===== config.mk =====
export PLATFORM = sky130hd
export DESIGN_NAME = tms_top
export DESIGN_NICKNAME = d
export VERILOG_FILES = /design/src/design/tms_top.v
export VERILOG_INCLUDE_DIRS = /design/src /design/src/pkg
export SDC_FILE = /design/constraint.sdc
export NUM_CORES = 2
export LEC_CHECK = 0
export ABC_AREA = 1
export BUFFER_PORTS_ARGS = -buffer_cell sky130_fd_sc_hd__buf_2
export CORE_MARGIN = 5
export CORE_UTILIZATION = 30
export DETAILED_ROUTE_END_ITERATION = 12
export RECOVER_POWER = 25
export REMOVE_ABC_BUFFERS = 1
export SLEW_MARGIN = 20
export SYNTH_ARGS = -nofsm -noshare
export SYNTH_HDL_FRONTEND = slang
export SYNTH_SLANG_ARGS = --single-unit

===== constraint.sdc =====
create_clock -name i_clk -period 32.9 [get_ports i_clk]
set_clock_uncertainty 0.1 [all_clocks]
set_input_delay 6.58 -clock i_clk [delete_from_list [all_inputs] [get_ports i_clk]]
set_output_delay 6.58 -clock i_clk [all_outputs]
set_load 0.05 [all_outputs]

===== src/pkg/tms_defines.vh =====
// Overview of operation
// - contact group disarm is permanent or timed; timed ends when timer expires
// - a disarmed contact group keeps each contact frozen once that contact enters disarm, no switching
// - zone interlock output and supervision contact are never disarmed
// - disarm entered only unlatched, no hold timer, control active, command applied
// - cycle runs reset 100 ms, pre-fault, fault, post-fault, reset again
// - protection functions held inactive during both reset phases
// - phase codes: 0 normal, 1 pre, 2 fault, 3 post, 4 reset
// - phase durations and simulated quantities set per phase and channel
// - any phase current above 0.1 rated aborts the run at once
// - after such abort, restart only after five seconds below threshold
// - either of two lock inputs blocks the simulator
// - jump signal in pre-fault or fault moves straight to post-fault
// - energy counters halted while the simulator runs
// - simulated voltages always phase-to-neutral quantities
// - simulated frequency is 0.16 percent above rated frequency
// - cold mode blocks trip orders during a run, hot mode passes them
// - manual start without jump assigned runs the full sequence
// - manual stop ends the run at once, back to normal
// - assigned external trigger starts unless locked or current lockout
// - a disarmed contact ignores any single override command
`ifndef TMS_DEFINES_VH
`define TMS_DEFINES_VH

// apb register byte offsets
`define TMS_A_CTRL     8'h00
`define TMS_A_CMD      8'h04
`define TMS_A_DGRP     8'h08
`define TMS_A_DTIME    8'h0c
`define TMS_A_TPRE     8'h10
`define TMS_A_TFLT     8'h14
`define TMS_A_TPOST    8'h18
`define TMS_A_RATEDI   8'h1c
`define TMS_A_RATEDF   8'h20
`define TMS_A_STATUS   8'h24
`define TMS_A_DSTATE   8'h28
`define TMS_A_SIM_LO   8'h40
`define TMS_A_SIM_HI   8'h9c

// ctrl bits
`define TMS_C_HOT      0
`define TMS_C_DIS_ACT  1
`define TMS_C_DIS_TMD  2
`define TMS_C_JUMP_EN  3
`define TMS_C_TRIG_EN  4
`define TMS_CTRL_W     5
// cmd bits (write one pulses)
`define TMS_K_START    0
`define TMS_K_STOP     1
`define TMS_K_APPLY    2
`define TMS_K_RELEASE  3

// phase codes seen by the recorders
`define TMS_PC_NORM    3'h0
`define TMS_PC_PRE     3'h1
`define TMS_PC_FLT     3'h2
`define TMS_PC_POST    3'h3
`define TMS_PC_RST     3'h4

// timing
`define TMS_CLK_KHZ    20000
`define TMS_RESET_MS   100
`define TMS_LOCK_MS    5000
// current threshold is rated / 10
`define TMS_OC_DIV     10
// frequency offset in parts per million
`define TMS_FREQ_PPM   1600
`define TMS_PPM_DEN    1000000
// simulation table: 8 channel words per phase
`define TMS_SIM_CH     8
`define TMS_SIM_WORDS  24

`endif


===== src/design/tms_top.v =====
`include "tms_defines.vh"

module tms_top #(
  parameter NG        = 4,
  parameter GW        = 4,
  parameter IW        = 16,
  parameter P_MS_CYC  = `TMS_CLK_KHZ,
  parameter P_RST_MS  = `TMS_RESET_MS,
  parameter P_LOCK_MS = `TMS_LOCK_MS
) (
  input  wire            i_clk,
  input  wire            i_rst_n,
  input  wire            psel,
  input  wire            penable,
  input  wire            pwrite,
  input  wire [7:0]      paddr,
  input  wire [31:0]     pwdata,
  output reg  [31:0]     prdata,
  output wire            pready,
  output wire            pslverr,
  input  wire            i_simulator_lock_a,
  input  wire            i_simulator_lock_b,
  input  wire            i_external_post_fault_jump,
  input  wire            i_external_sim_trigger,
  input  wire [IW-1:0]   i_ia,
  input  wire [IW-1:0]   i_ib,
  input  wire [IW-1:0]   i_ic,
  input  wire            i_protection_trip_order,
  output reg             o_protection_trip_order,
  input  wire [NG*GW-1:0] i_contact_drive,
  input  wire [NG*GW-1:0] i_contact_latched,
  input  wire [NG*GW-1:0] i_contact_hold_run,
  input  wire [NG*GW-1:0] i_single_output_override_en,
  input  wire [NG*GW-1:0] i_single_output_override_val,
  output reg  [NG*GW-1:0] o_contact,
  input  wire            i_zone_il_drive,
  input  wire            i_supv_drive,
  output reg             o_zone_il,
  output reg             o_supv,
  output reg  [2:0]      o_phase_code,
  output reg             o_prot_inhibit,
  output reg             o_energy_halt,
  output reg             o_sim_active,
  input  wire [2:0]      i_sim_ch,
  output reg  [31:0]     o_sim_value,
  output reg             o_sim_volt_pn,
  output reg  [19:0]     o_sim_freq_mhz
);

  localparam NC = NG * GW;
  // sequencer states
  localparam S_IDLE = 3'h0;
  localparam S_RST1 = 3'h1;
  localparam S_PRE  = 3'h2;
  localparam S_FLT  = 3'h3;
  localparam S_POST = 3'h4;
  localparam S_RST2 = 3'h5;

  // recorder code for a state
  function [2:0] tms_code;
    input [2:0] st;
    begin
      case (st)
        S_IDLE: tms_code = `TMS_PC_NORM;
        S_PRE:  tms_code = `TMS_PC_PRE;
        S_FLT:  tms_code = `TMS_PC_FLT;
        S_POST: tms_code = `TMS_PC_POST;
        default: tms_code = `TMS_PC_RST;
      endcase
    end
  endfunction

  reg  [`TMS_CTRL_W-1:0] ctrl_reg;
  reg  [NG-1:0]          dgrp_reg;
  reg  [15:0]            dtime_reg;
  reg  [15:0]            tpre_reg;
  reg  [15:0]            tflt_reg;
  reg  [15:0]            tpost_reg;
  reg  [IW-1:0]          ratedi_reg;
  reg  [19:0]            ratedf_reg;
  reg  [31:0]            sim_mem [0:`TMS_SIM_WORDS-1];
  reg  [2:0]             state_reg;
  reg  [2:0]             state_next;
  reg  [15:0]            ptmr_reg;
  reg  [15:0]            ptmr_next;
  reg  [31:0]            ms_cnt_reg;
  reg                    ms_tick_reg;
  reg                    lock_reg;
  reg  [15:0]            lock_cnt_reg;
  reg                    jump_d_reg;
  reg                    trig_d_reg;
  reg  [NG-1:0]          dreq_reg;
  reg  [NC-1:0]          dis_reg;
  reg  [NC-1:0]          dis_next;
  reg  [31:0]            rd_data;
  reg                    rd_ok;

  // either lock input blocks; declared early for the status read
  wire blocked = i_simulator_lock_a | i_simulator_lock_b;
  wire running = (state_reg != S_IDLE);
  // apb decode
  wire setup   = psel & ~penable;
  wire acc     = psel & penable;
  wire wr      = acc & pwrite;
  wire in_sim  = (paddr >= `TMS_A_SIM_LO) && (paddr <= `TMS_A_SIM_HI);
  wire [7:0] sim_off = paddr - `TMS_A_SIM_LO;
  wire [4:0] sim_widx = sim_off[6:2];
  wire cmd_wr  = wr && (paddr == `TMS_A_CMD);
  wire k_start = cmd_wr & pwdata[`TMS_K_START];
  wire k_stop  = cmd_wr & pwdata[`TMS_K_STOP];
  wire k_apply = cmd_wr & pwdata[`TMS_K_APPLY];
  wire k_rel   = cmd_wr & pwdata[`TMS_K_RELEASE];

  // zero wait states; only unmapped access errors
  assign pready  = 1'b1;
  assign pslverr = acc & ~rd_ok;

  // read mux and address check
  always @* begin
    rd_ok   = 1'b1;
    rd_data = 32'h0000_0000;
    case (paddr)
      `TMS_A_CTRL:   rd_data[`TMS_CTRL_W-1:0] = ctrl_reg;
      `TMS_A_CMD:    rd_data = 32'h0000_0000;
      `TMS_A_DGRP:   rd_data[NG-1:0] = dgrp_reg;
      `TMS_A_DTIME:  rd_data[15:0] = dtime_reg;
      `TMS_A_TPRE:   rd_data[15:0] = tpre_reg;
      `TMS_A_TFLT:   rd_data[15:0] = tflt_reg;
      `TMS_A_TPOST:  rd_data[15:0] = tpost_reg;
      `TMS_A_RATEDI: rd_data[IW-1:0] = ratedi_reg;
      `TMS_A_RATEDF: rd_data[19:0] = ratedf_reg;
      `TMS_A_STATUS: rd_data = {16'h0000, {(8-NG){1'b0}}, dreq_reg,
                                2'b00, blocked, lock_reg,
                                running, tms_code(state_reg)};
      `TMS_A_DSTATE: rd_data[NC-1:0] = dis_reg;
      default: begin
        if (in_sim && (paddr[1:0] == 2'b00))
          rd_data = sim_mem[sim_widx];
        else
          rd_ok = 1'b0;
      end
    endcase
  end

  // read data captured in setup so prdata comes from a flop
  always @(posedge i_clk or negedge i_rst_n) begin
    if (!i_rst_n)
      prdata <= 32'h0000_0000;
    else if (setup && !pwrite)
      prdata <= rd_data;
  end

  // configuration registers, written at the access edge
  always @(posedge i_clk or negedge i_rst_n) begin
    if (!i_rst_n) begin
      ctrl_reg   <= {`TMS_CTRL_W{1'b0}};
      dgrp_reg   <= {NG{1'b0}};
      dtime_reg  <= 16'h0000;
      tpre_reg   <= 16'h0000;
      tflt_reg   <= 16'h0000;
      tpost_reg  <= 16'h0000;
      ratedi_reg <= {IW{1'b0}};
      ratedf_reg <= 20'h00000;
    end else if (wr) begin
      case (paddr)
        `TMS_A_CTRL:   ctrl_reg   <= pwdata[`TMS_CTRL_W-1:0];
        `TMS_A_DGRP:   dgrp_reg   <= pwdata[NG-1:0];
        `TMS_A_DTIME:  dtime_reg  <= pwdata[15:0];
        `TMS_A_TPRE:   tpre_reg   <= pwdata[15:0];
        `TMS_A_TFLT:   tflt_reg   <= pwdata[15:0];
        `TMS_A_TPOST:  tpost_reg  <= pwdata[15:0];
        `TMS_A_RATEDI: ratedi_reg <= pwdata[IW-1:0];
        `TMS_A_RATEDF: ratedf_reg <= pwdata[19:0];
        default: ;
      endcase
    end
  end

  // simulated quantities table, no reset needed
  always @(posedge i_clk) begin
    if (wr && in_sim && (paddr[1:0] == 2'b00))
      sim_mem[sim_widx] <= pwdata;
  end

  // millisecond tick shared by all timers
  always @(posedge i_clk or negedge i_rst_n) begin
    if (!i_rst_n) begin
      ms_cnt_reg  <= 32'h0000_0000;
      ms_tick_reg <= 1'b0;
    end else if (ms_cnt_reg == P_MS_CYC - 1) begin
      ms_cnt_reg  <= 32'h0000_0000;
      ms_tick_reg <= 1'b1;
    end else begin
      ms_cnt_reg  <= ms_cnt_reg + 32'h0000_0001;
      ms_tick_reg <= 1'b0;
    end
  end

  // any phase above rated / 10
  wire [IW+3:0] lim = {4'h0, ratedi_reg};
  wire over = ({4'h0, i_ia} * `TMS_OC_DIV > lim) |
              ({4'h0, i_ib} * `TMS_OC_DIV > lim) |
              ({4'h0, i_ic} * `TMS_OC_DIV > lim);
  wire trig_rise = ctrl_reg[`TMS_C_TRIG_EN] & i_external_sim_trigger &
                   ~trig_d_reg;
  wire jump_rise = ctrl_reg[`TMS_C_JUMP_EN] &
                   i_external_post_fault_jump & ~jump_d_reg;
  // starts ignored when blocked, locked out or running
  wire start_ok = (k_start | trig_rise) & ~blocked & ~lock_reg &
                  ~over & ~running;
  wire ph_done = ms_tick_reg && (ptmr_reg <= 16'h0001);

  // lockout stays until five seconds below threshold
  always @(posedge i_clk or negedge i_rst_n) begin
    if (!i_rst_n) begin
      lock_reg     <= 1'b0;
      lock_cnt_reg <= 16'h0000;
    end else if (over) begin
      lock_cnt_reg <= 16'h0000;
      if (running)
        lock_reg <= 1'b1;
    end else if (lock_reg && ms_tick_reg) begin
      if (lock_cnt_reg == P_LOCK_MS - 1) begin
        lock_reg     <= 1'b0;
        lock_cnt_reg <= 16'h0000;
      end else begin
        lock_cnt_reg <= lock_cnt_reg + 16'h0001;
      end
    end
  end

  // sequencer next state
  always @* begin
    state_next = state_reg;
    ptmr_next  = ptmr_reg;
    if (ms_tick_reg && ptmr_reg != 16'h0000)
      ptmr_next = ptmr_reg - 16'h0001;
    case (state_reg)
      S_IDLE: begin
        if (start_ok) begin
          state_next = S_RST1;
          ptmr_next  = P_RST_MS[15:0];
        end
      end
      S_RST1: if (ph_done) begin
        state_next = S_PRE;
        ptmr_next  = tpre_reg;
      end
      S_PRE: begin
        if (jump_rise) begin
          state_next = S_POST;
          ptmr_next  = tpost_reg;
        end else if (ph_done) begin
          state_next = S_FLT;
          ptmr_next  = tflt_reg;
        end
      end
      S_FLT: begin
        if (jump_rise || ph_done) begin
          state_next = S_POST;
          ptmr_next  = tpost_reg;
        end
      end
      // full run closes here without jump
      S_POST: if (ph_done) begin
        state_next = S_RST2;
        ptmr_next  = P_RST_MS[15:0];
      end
      // back to normal after closing reset
      S_RST2: if (ph_done)
        state_next = S_IDLE;
      default: state_next = S_IDLE;
    endcase
    if (running && (k_stop || over || blocked)) begin
      state_next = S_IDLE;
      ptmr_next  = 16'h0000;
    end
  end

  // sequencer registers and edge history
  always @(posedge i_clk or negedge i_rst_n) begin
    if (!i_rst_n) begin
      state_reg  <= S_IDLE;
      ptmr_reg   <= 16'h0000;
      jump_d_reg <= 1'b0;
      trig_d_reg <= 1'b0;
    end else begin
      state_reg  <= state_next;
      ptmr_reg   <= ptmr_next;
      jump_d_reg <= i_external_post_fault_jump;
      trig_d_reg <= i_external_sim_trigger;
    end
  end

  // sequencer outputs, one cycle after the state
  wire sim_ph = (state_reg == S_PRE) | (state_reg == S_FLT) |
                (state_reg == S_POST);
  wire [1:0] ph_idx = (state_reg == S_PRE) ? 2'd0 :
                      (state_reg == S_FLT) ? 2'd1 : 2'd2;
  wire [4:0] rd_idx = {ph_idx, i_sim_ch};
  // rated * 1600 ppm, kept wide to avoid overflow
  wire [39:0] f_ofs = ({20'h00000, ratedf_reg} * `TMS_FREQ_PPM) /
                      `TMS_PPM_DEN;
  always @(posedge i_clk or negedge i_rst_n) begin
    if (!i_rst_n) begin
      o_phase_code   <= `TMS_PC_NORM;
      o_prot_inhibit <= 1'b0;
      o_energy_halt  <= 1'b0;
      o_sim_active   <= 1'b0;
      o_sim_value    <= 32'h0000_0000;
      o_sim_volt_pn  <= 1'b0;
      o_sim_freq_mhz <= 20'h00000;
      o_protection_trip_order <= 1'b0;
    end else begin
      o_phase_code   <= tms_code(state_reg);
      // protection held inactive in reset phases
      o_prot_inhibit <= (state_reg == S_RST1) | (state_reg == S_RST2);
      o_energy_halt  <= running;
      o_sim_active   <= sim_ph;
      o_sim_value    <= sim_ph ? sim_mem[rd_idx] : 32'h0000_0000;
      o_sim_volt_pn  <= 1'b1;
      // simulated frequency raised by 0.16 percent
      o_sim_freq_mhz <= ratedf_reg + f_ofs[19:0];
      // cold mode blocks trip orders during a run
      o_protection_trip_order <= i_protection_trip_order &
                                 (~running | ctrl_reg[`TMS_C_HOT]);
    end
  end

  // disarm request per group with optional timeout
  genvar g;
  generate
    for (g = 0; g < NG; g = g + 1) begin : grp
      reg [15:0] dtmr_reg;
      wire set_g = k_apply & dgrp_reg[g] & ctrl_reg[`TMS_C_DIS_ACT];
      wire exp_g = ctrl_reg[`TMS_C_DIS_TMD] & ms_tick_reg &
                   (dtmr_reg <= 16'h0001);
      always @(posedge i_clk or negedge i_rst_n) begin
        if (!i_rst_n) begin
          dreq_reg[g] <= 1'b0;
          dtmr_reg    <= 16'h0000;
        end else if (set_g) begin
          // apply wins over a coincident expiry
          dreq_reg[g] <= 1'b1;
          dtmr_reg    <= dtime_reg;
        end else if (exp_g || k_rel || !ctrl_reg[`TMS_C_DIS_ACT]) begin
          dreq_reg[g] <= 1'b0;
          dtmr_reg    <= 16'h0000;
        end else if (ms_tick_reg && dtmr_reg != 16'h0000) begin
          dtmr_reg <= dtmr_reg - 16'h0001;
        end
      end
    end
  endgenerate

  // per-contact disarm state; c and k keep the two loops apart
  integer c, k;
  always @* begin
    dis_next = {NC{1'b0}};
    for (c = 0; c < NC; c = c + 1) begin
      // enter only unlatched, no hold timer, control active
      dis_next[c] = dreq_reg[c / GW] &
                    (dis_reg[c] | (~i_contact_latched[c] &
                     ~i_contact_hold_run[c] & ctrl_reg[`TMS_C_DIS_ACT]));
    end
  end

  // contact outputs
  always @(posedge i_clk or negedge i_rst_n) begin
    if (!i_rst_n) begin
      dis_reg   <= {NC{1'b0}};
      o_contact <= {NC{1'b0}};
      o_zone_il <= 1'b0;
      o_supv    <= 1'b0;
    end else begin
      dis_reg <= dis_next;
      for (k = 0; k < NC; k = k + 1) begin
        if (!dis_reg[k])
          o_contact[k] <= i_single_output_override_en[k] ?
                          i_single_output_override_val[k] :
                          i_contact_drive[k];
      end
      o_zone_il <= i_zone_il_drive;
      o_supv    <= i_supv_drive;
    end
  end

endmodule


* After elaboration in Yosys (flattened, before gate mapping) *
Memories as Yosys holds them, arrays and structs flattened.
Index checks and enable logic that the tools add are counted.

cells by class
  eq/ne operators = 24
  reductions and logical operators = 60
  mux-type cells = 77
  $mul = 4
  divide/modulo/power cells = 1
  add/subtract/negate cells = 9
  bitwise gates (word level) = 142
  $lt $le $gt $ge = 10

operators by type and width
  cell                                                   number
  two-way mux 16 bit                                     23
  case mux 11 bit (9 select lines)                       1
  two-way mux 32 bit                                     3
  <= comparator 16 x 1 -> 1 bit, second input constant   5
  case mux 16 bit (5 select lines)                       1
  nonzero test 16 bit                                    5
  subtractor 16 x 1 -> 16 bit, second input constant     5
  AND 1 bit                                              78
  > comparator 20 x 16 -> 1 bit                          3
  multiplier 16 x 3 -> 19 bit, second input constant     3
  case mux 4 bit (11 select lines)                       1
  divider 31 x 20 -> 40 bit, second input constant       1
  inverter 1 bit                                         40
  two-way mux 1 bit                                      33
  adder 32 x 1 -> 32 bit, second input constant          1
  equality test 32 x 15 -> 1 bit, second input constant  1
  equality test 8 x 5 -> 1 bit, second input constant    4
  multiplier 20 x 5 -> 25 bit, second input constant     1
  equality test 8 x 6 -> 1 bit, second input constant    3
  two-way mux 3 bit                                      8
  bitwise OR 1 bit                                       24
  adder 20 bit                                           1
  case mux 3 bit (6 select lines)                        1
  adder 16 x 1 -> 16 bit, second input constant          1
  32 further kinds                                       80

storage, ports and cells
  input port bits = 183
  bits in registers = 374
  logic and storage cells = 380
  RAM bits = 768
  output and inout port bits = 112
  memories kept = 1

memory list
  name     depth  bits a word  read ports  clocked after Yosys merged registers in  wr ports  line          source
  sim_mem  24     32           2           0                                        1         tms_top.v:81  reg [31:0] sim_mem [0:`TMS_SIM_WORDS-1];

* Longest topological paths before layout *
  depth after elaboration = 12
  mapped depth = 137
  depth with buffers taken out = 132

* Worst setup path before layout *
OpenSTA, ideal clock, no wires.

  kind = input -> output
  start = input port paddr[6]
  end = output port pslverr
  cell stages on the path = 13
  slack = 17328 ps
  arrival = 8892 ps
  required time = 26220 ps
  path through = clkbuf_1 nor2_1 inv_1 nor2_1 inv_1 nor2_1 inv_1 nor2_1 clkinv_1 nand4_1 a311oi_1 nand4_1 nor3_1

between the ends
  word-level cells in the longest chain between the ends = 7

RTL lines
  what                                                                                                line           source
  start, declared                                                                                     tms_top.v:16   input wire [7:0] paddr,
  greater-or-equal comparator 8 x 7 -> 1 bit (no line) / <= comparator 8 bit (equally long branches)  --
  logical AND 1 bit                                                                                   tms_top.v:105  wire in_sim = (paddr >= `TMS_A_SIM_LO) && (paddr <= `TMS_A_SIM_HI);
  logical AND 1 bit                                                                                   tms_top.v:137  if (in_sim && (paddr[1:0] == 2'b00))
  two-way mux 1 bit                                                                                   tms_top.v:137
  two-way mux 1 bit *                                                                                 tms_top.v:122  case (paddr)
  inverter 1 bit *                                                                                    tms_top.v:116  assign pslverr = acc & ~rd_ok;
  AND 1 bit *                                                                                         tms_top.v:116
  end, declared                                                                                       tms_top.v:20   output wire pslverr,

Mark *: on every way between the ends. The rest lies on a longest branch, timed or not.

* Worst setup path in the final report *
  start = register ratedf_reg[2]
  end = register o_sim_freq_mhz[18]

between the ends
  word-level cells in the longest chain between the ends = 3

RTL lines
  what                                   line           source
  start, declared                        tms_top.v:80   reg [19:0] ratedf_reg;
  start signal, assigned                 tms_top.v:173  `TMS_A_RATEDF: ratedf_reg <= pwdata[19:0];
  multiplier 20 x 5 -> 25 bit (no line)  --
  divider 31 x 20 -> 40 bit (no line)    --
  adder 20 bit *                         tms_top.v:323  o_sim_freq_mhz <= ratedf_reg + f_ofs[19:0];
  end signal, assigned                   tms_top.v:323
  end, declared                          tms_top.v:47   output reg [19:0] o_sim_freq_mhz

Marks and branches as above.
A chain may end at the register's enable or synchronous reset.

==> key figures <==
Global route
  • GRT Util Overall: 20.0%
  • Met3 Use GR: 3.67%
  • Largest net degree at the start of global routing: 196
  • First-pass GRT wire length: 353,000 um
  • GR Util met1: 25.9%
  • Initial antenna violation count: 35
  • Grt ovf: 0
  • Vias in the first global route: 55,700
  • Met2 global-route usage: 32.5%
  • GRT busiest layer: met2

Worst setup path
  • Critical path's largest stage delay: 0.60 ns
  • CP dominant cell by count: nand2_4
  • Worst setup EP type: flop
  • Crit path DAT: 18.84 ns
  • Critical path class: flop to flop
  • R2r setup slk: 14.53 ns
  • R2R Path End: o_sim_freq_mhz[18]
  • Reg2Reg Depth: 109
  • CP Max Fanout: 23
  • Startpoint Class: flop
  • RR Startpoint: ratedf_reg[2]
  • Slowest cell on the critical path: nor2_2
  • Worst Path Required: 33.37 ns

Die
  • Ports: 295
  • Core ar.: 220,000 sq um
  • Chip width: 480 um
  • Die ar.: 231,000 sq um
  • Chip height: 480 um
  • Initial Utilization: 30.2%
  • Row count: 172

Flow run
  • Max-Cap Viols: 4

Clocking
  • Clk root buf: clkbuf_16
  • Clock transition at path regs: 0.07 ns
  • Clock Tree Buf Depth: 3
  • Clock Sinks: 1,142
  • Worst skew pair latency: 0.79 ns
  • H-Tree Depth: 3
  • Cts hold-fix bufs: 0
  • CTS tree: done
  • Setup bufs post-CTS: 0
  • # resized after CTS: 0
  • CTS buffer count: 121

Yosys
  • Top FF cell, synth: edfxtp_1
  • Register bit total from synthesis: 1,142
  • Post-synth ARST share: 32.7%
  • Synthesized instance count: 7,264
  • Ys Warns: 0
  • Mapped Avg Cell Area: 9.14 sq um
  • Synthesized area: 66,400 sq um
  • Post-synthesis sequential area ratio: 48.8%
  • Yosys cell types: 83
  • Post-synth EDFFs: 768

STA
  • Relative slew slack: -282%
  • Final hold vios: 0
  • Worst-Margin Slew: 5.73 ns
  • Max Slew Vio Count: 142
  • Clock period minus worst slack: 18.37 ns
  • Fmax: 54.4 MHz
  • Setup violators final: 0
  • RSZ-0062 raised after global routing: false
  • Tcrit/Tclk final: 55.8%
  • Setup TNS: 0 ns

Routing
  • Initial DRC Count: 6,919
  • Routed Antenna Nets: 0
  • Vias: 57,600
  • Routed WL per cell: 23.0 um
  • Via density: 5.48
  • Drt drc: 0
  • Drt pass-1 iters: 6
  • Final wirelength: 241,000 um

Placed design
  • I/O Buffers: 293
  • Hpwl dp: 157,000 um
  • Final Wtd Congestion: 0.911

Final layout
  • Area Overhead vs Synth: 13.1%
  • Most common cell after layout, fill and taps aside: nand2_1
  • Most frequent cells in the layout: nand2_1, nor2_1, edfxtp_1
  • Layout cells sized above 1: 14.1%
  • Max FFs per register: 768
  • Nets: 7,854

Outcome
  • Failing checks: capacitance limit, slew limit
  • Status: complete, but fails checks

Min path
  • Hold depth: 1
  • Hold crit path type: flop to flop
  • Hold Startpoint: ms_cnt_reg[0]
  • Hold endpoint: ms_cnt_reg[0]
worst max-delay path: cells and delay by family, from the launching register on:
family,cells,cell delay (ns)
AOI/OAI and AO/OA,10,1.91
xor gates and xnor gates,2,0.33
adders and majority gates,7,2.43
buffers and inverters,9,0.91
DFF,1,0.52
and+or+nand+nor,81,11.87
how the worst max path moves through the flow:
stage / endpoint / depth (start not counted) / start / slack [ns]
after detailed placement: o_sim_freq_mhz[18] / 109 / ratedf_reg[2] / 14.73
final: o_sim_freq_mhz[18] / 109 / ratedf_reg[2] / 14.53
after floorplan: pslverr / 10 / paddr[2] / 14.65
after CTS: o_sim_freq_mhz[18] / 109 / ratedf_reg[2] / 14.59
after global routing: o_sim_freq_mhz[18] / 112 / ratedf_reg[2] / 12.75
after global placement: o_sim_freq_mhz[18] / 114 / ratedf_reg[2] / 15.12
synthesized netlist by cell type (93+ instances only):
master    instances  area [sq um]
clkbuf_1        293          1100
nand2_4          93          1050
inv_1           677          2540
ha_1            222          2780
xor2_1          148          1300
a21oi_1         269          1350
nor3_1          109           546
o221ai_1        197          1730
nand2_1         979          3670
nor2_1          807          3030
o21ai_0         726          3630
edfxtp_1        768         23100
o22ai_1         354          2210
nand3_1         317          1590
dfrtp_1         374          9360
nand2_2         173          1080
stage by stage:
step           hold slack (ns)  setup slack [ns]  utilization, %  instance area, sq um  cells
6_report                 0.364             14.53            34.1                 75100  10500
4_1_cts                  0.370             14.59            34.2                 75100  10500
3_3_place_gp             0.348             15.12            32.3                 71000  10300
3_5_place_dp             0.363             14.73            32.3                 71000  10300
5_1_grt                  0.398             12.75            34.1                 75100  10500
2_1_floorplan            0.333             14.65               -                 64800   6919
metal layers:
metal | up-vias | routed length (um)
met2 | 3133 | 110000
li1 | 26100 | -
met4 | 6 | 12000
met3 | 601 | 22800
met1 | 27700 | 96600
met5 | - | 39
kinds of logic (layout without fill, tap and decap cells):
group / Yosys count / after routing / synth area share (%)
AO/OA/AOI/OAI: 1869 / 1869 / 17.5
flip-flops: 1142 / 1142 / 48.8
buffers and inverters: 1088 / 1358 / 6.66
other: 1 / 15 / 0.00565
AND/OR/NAND/NOR: 2733 / 2733 / 19.7
multiplexers: 2 / 2 / 0.0320
XOR/XNOR: 188 / 188 / 2.53
adder cells (fa/ha/maj): 241 / 241 / 4.76
final cells by class:
class | count | area, sq um
fillers | 22400 | 145000
flip-flops and latches | 1142 | 32400
multi-input cells | 5035 | 29800
well taps | 2958 | 3700
clock buffers | 165 | 3360
inverters | 742 | 2870
repair buffers | 388 | 2190
clock inverters | 63 | 729
diodes | 13 | 32.5
Power is left out: the tool's default activity adds up to more than one toggle a clock period on the data nets, which glitch-free logic cannot reach.
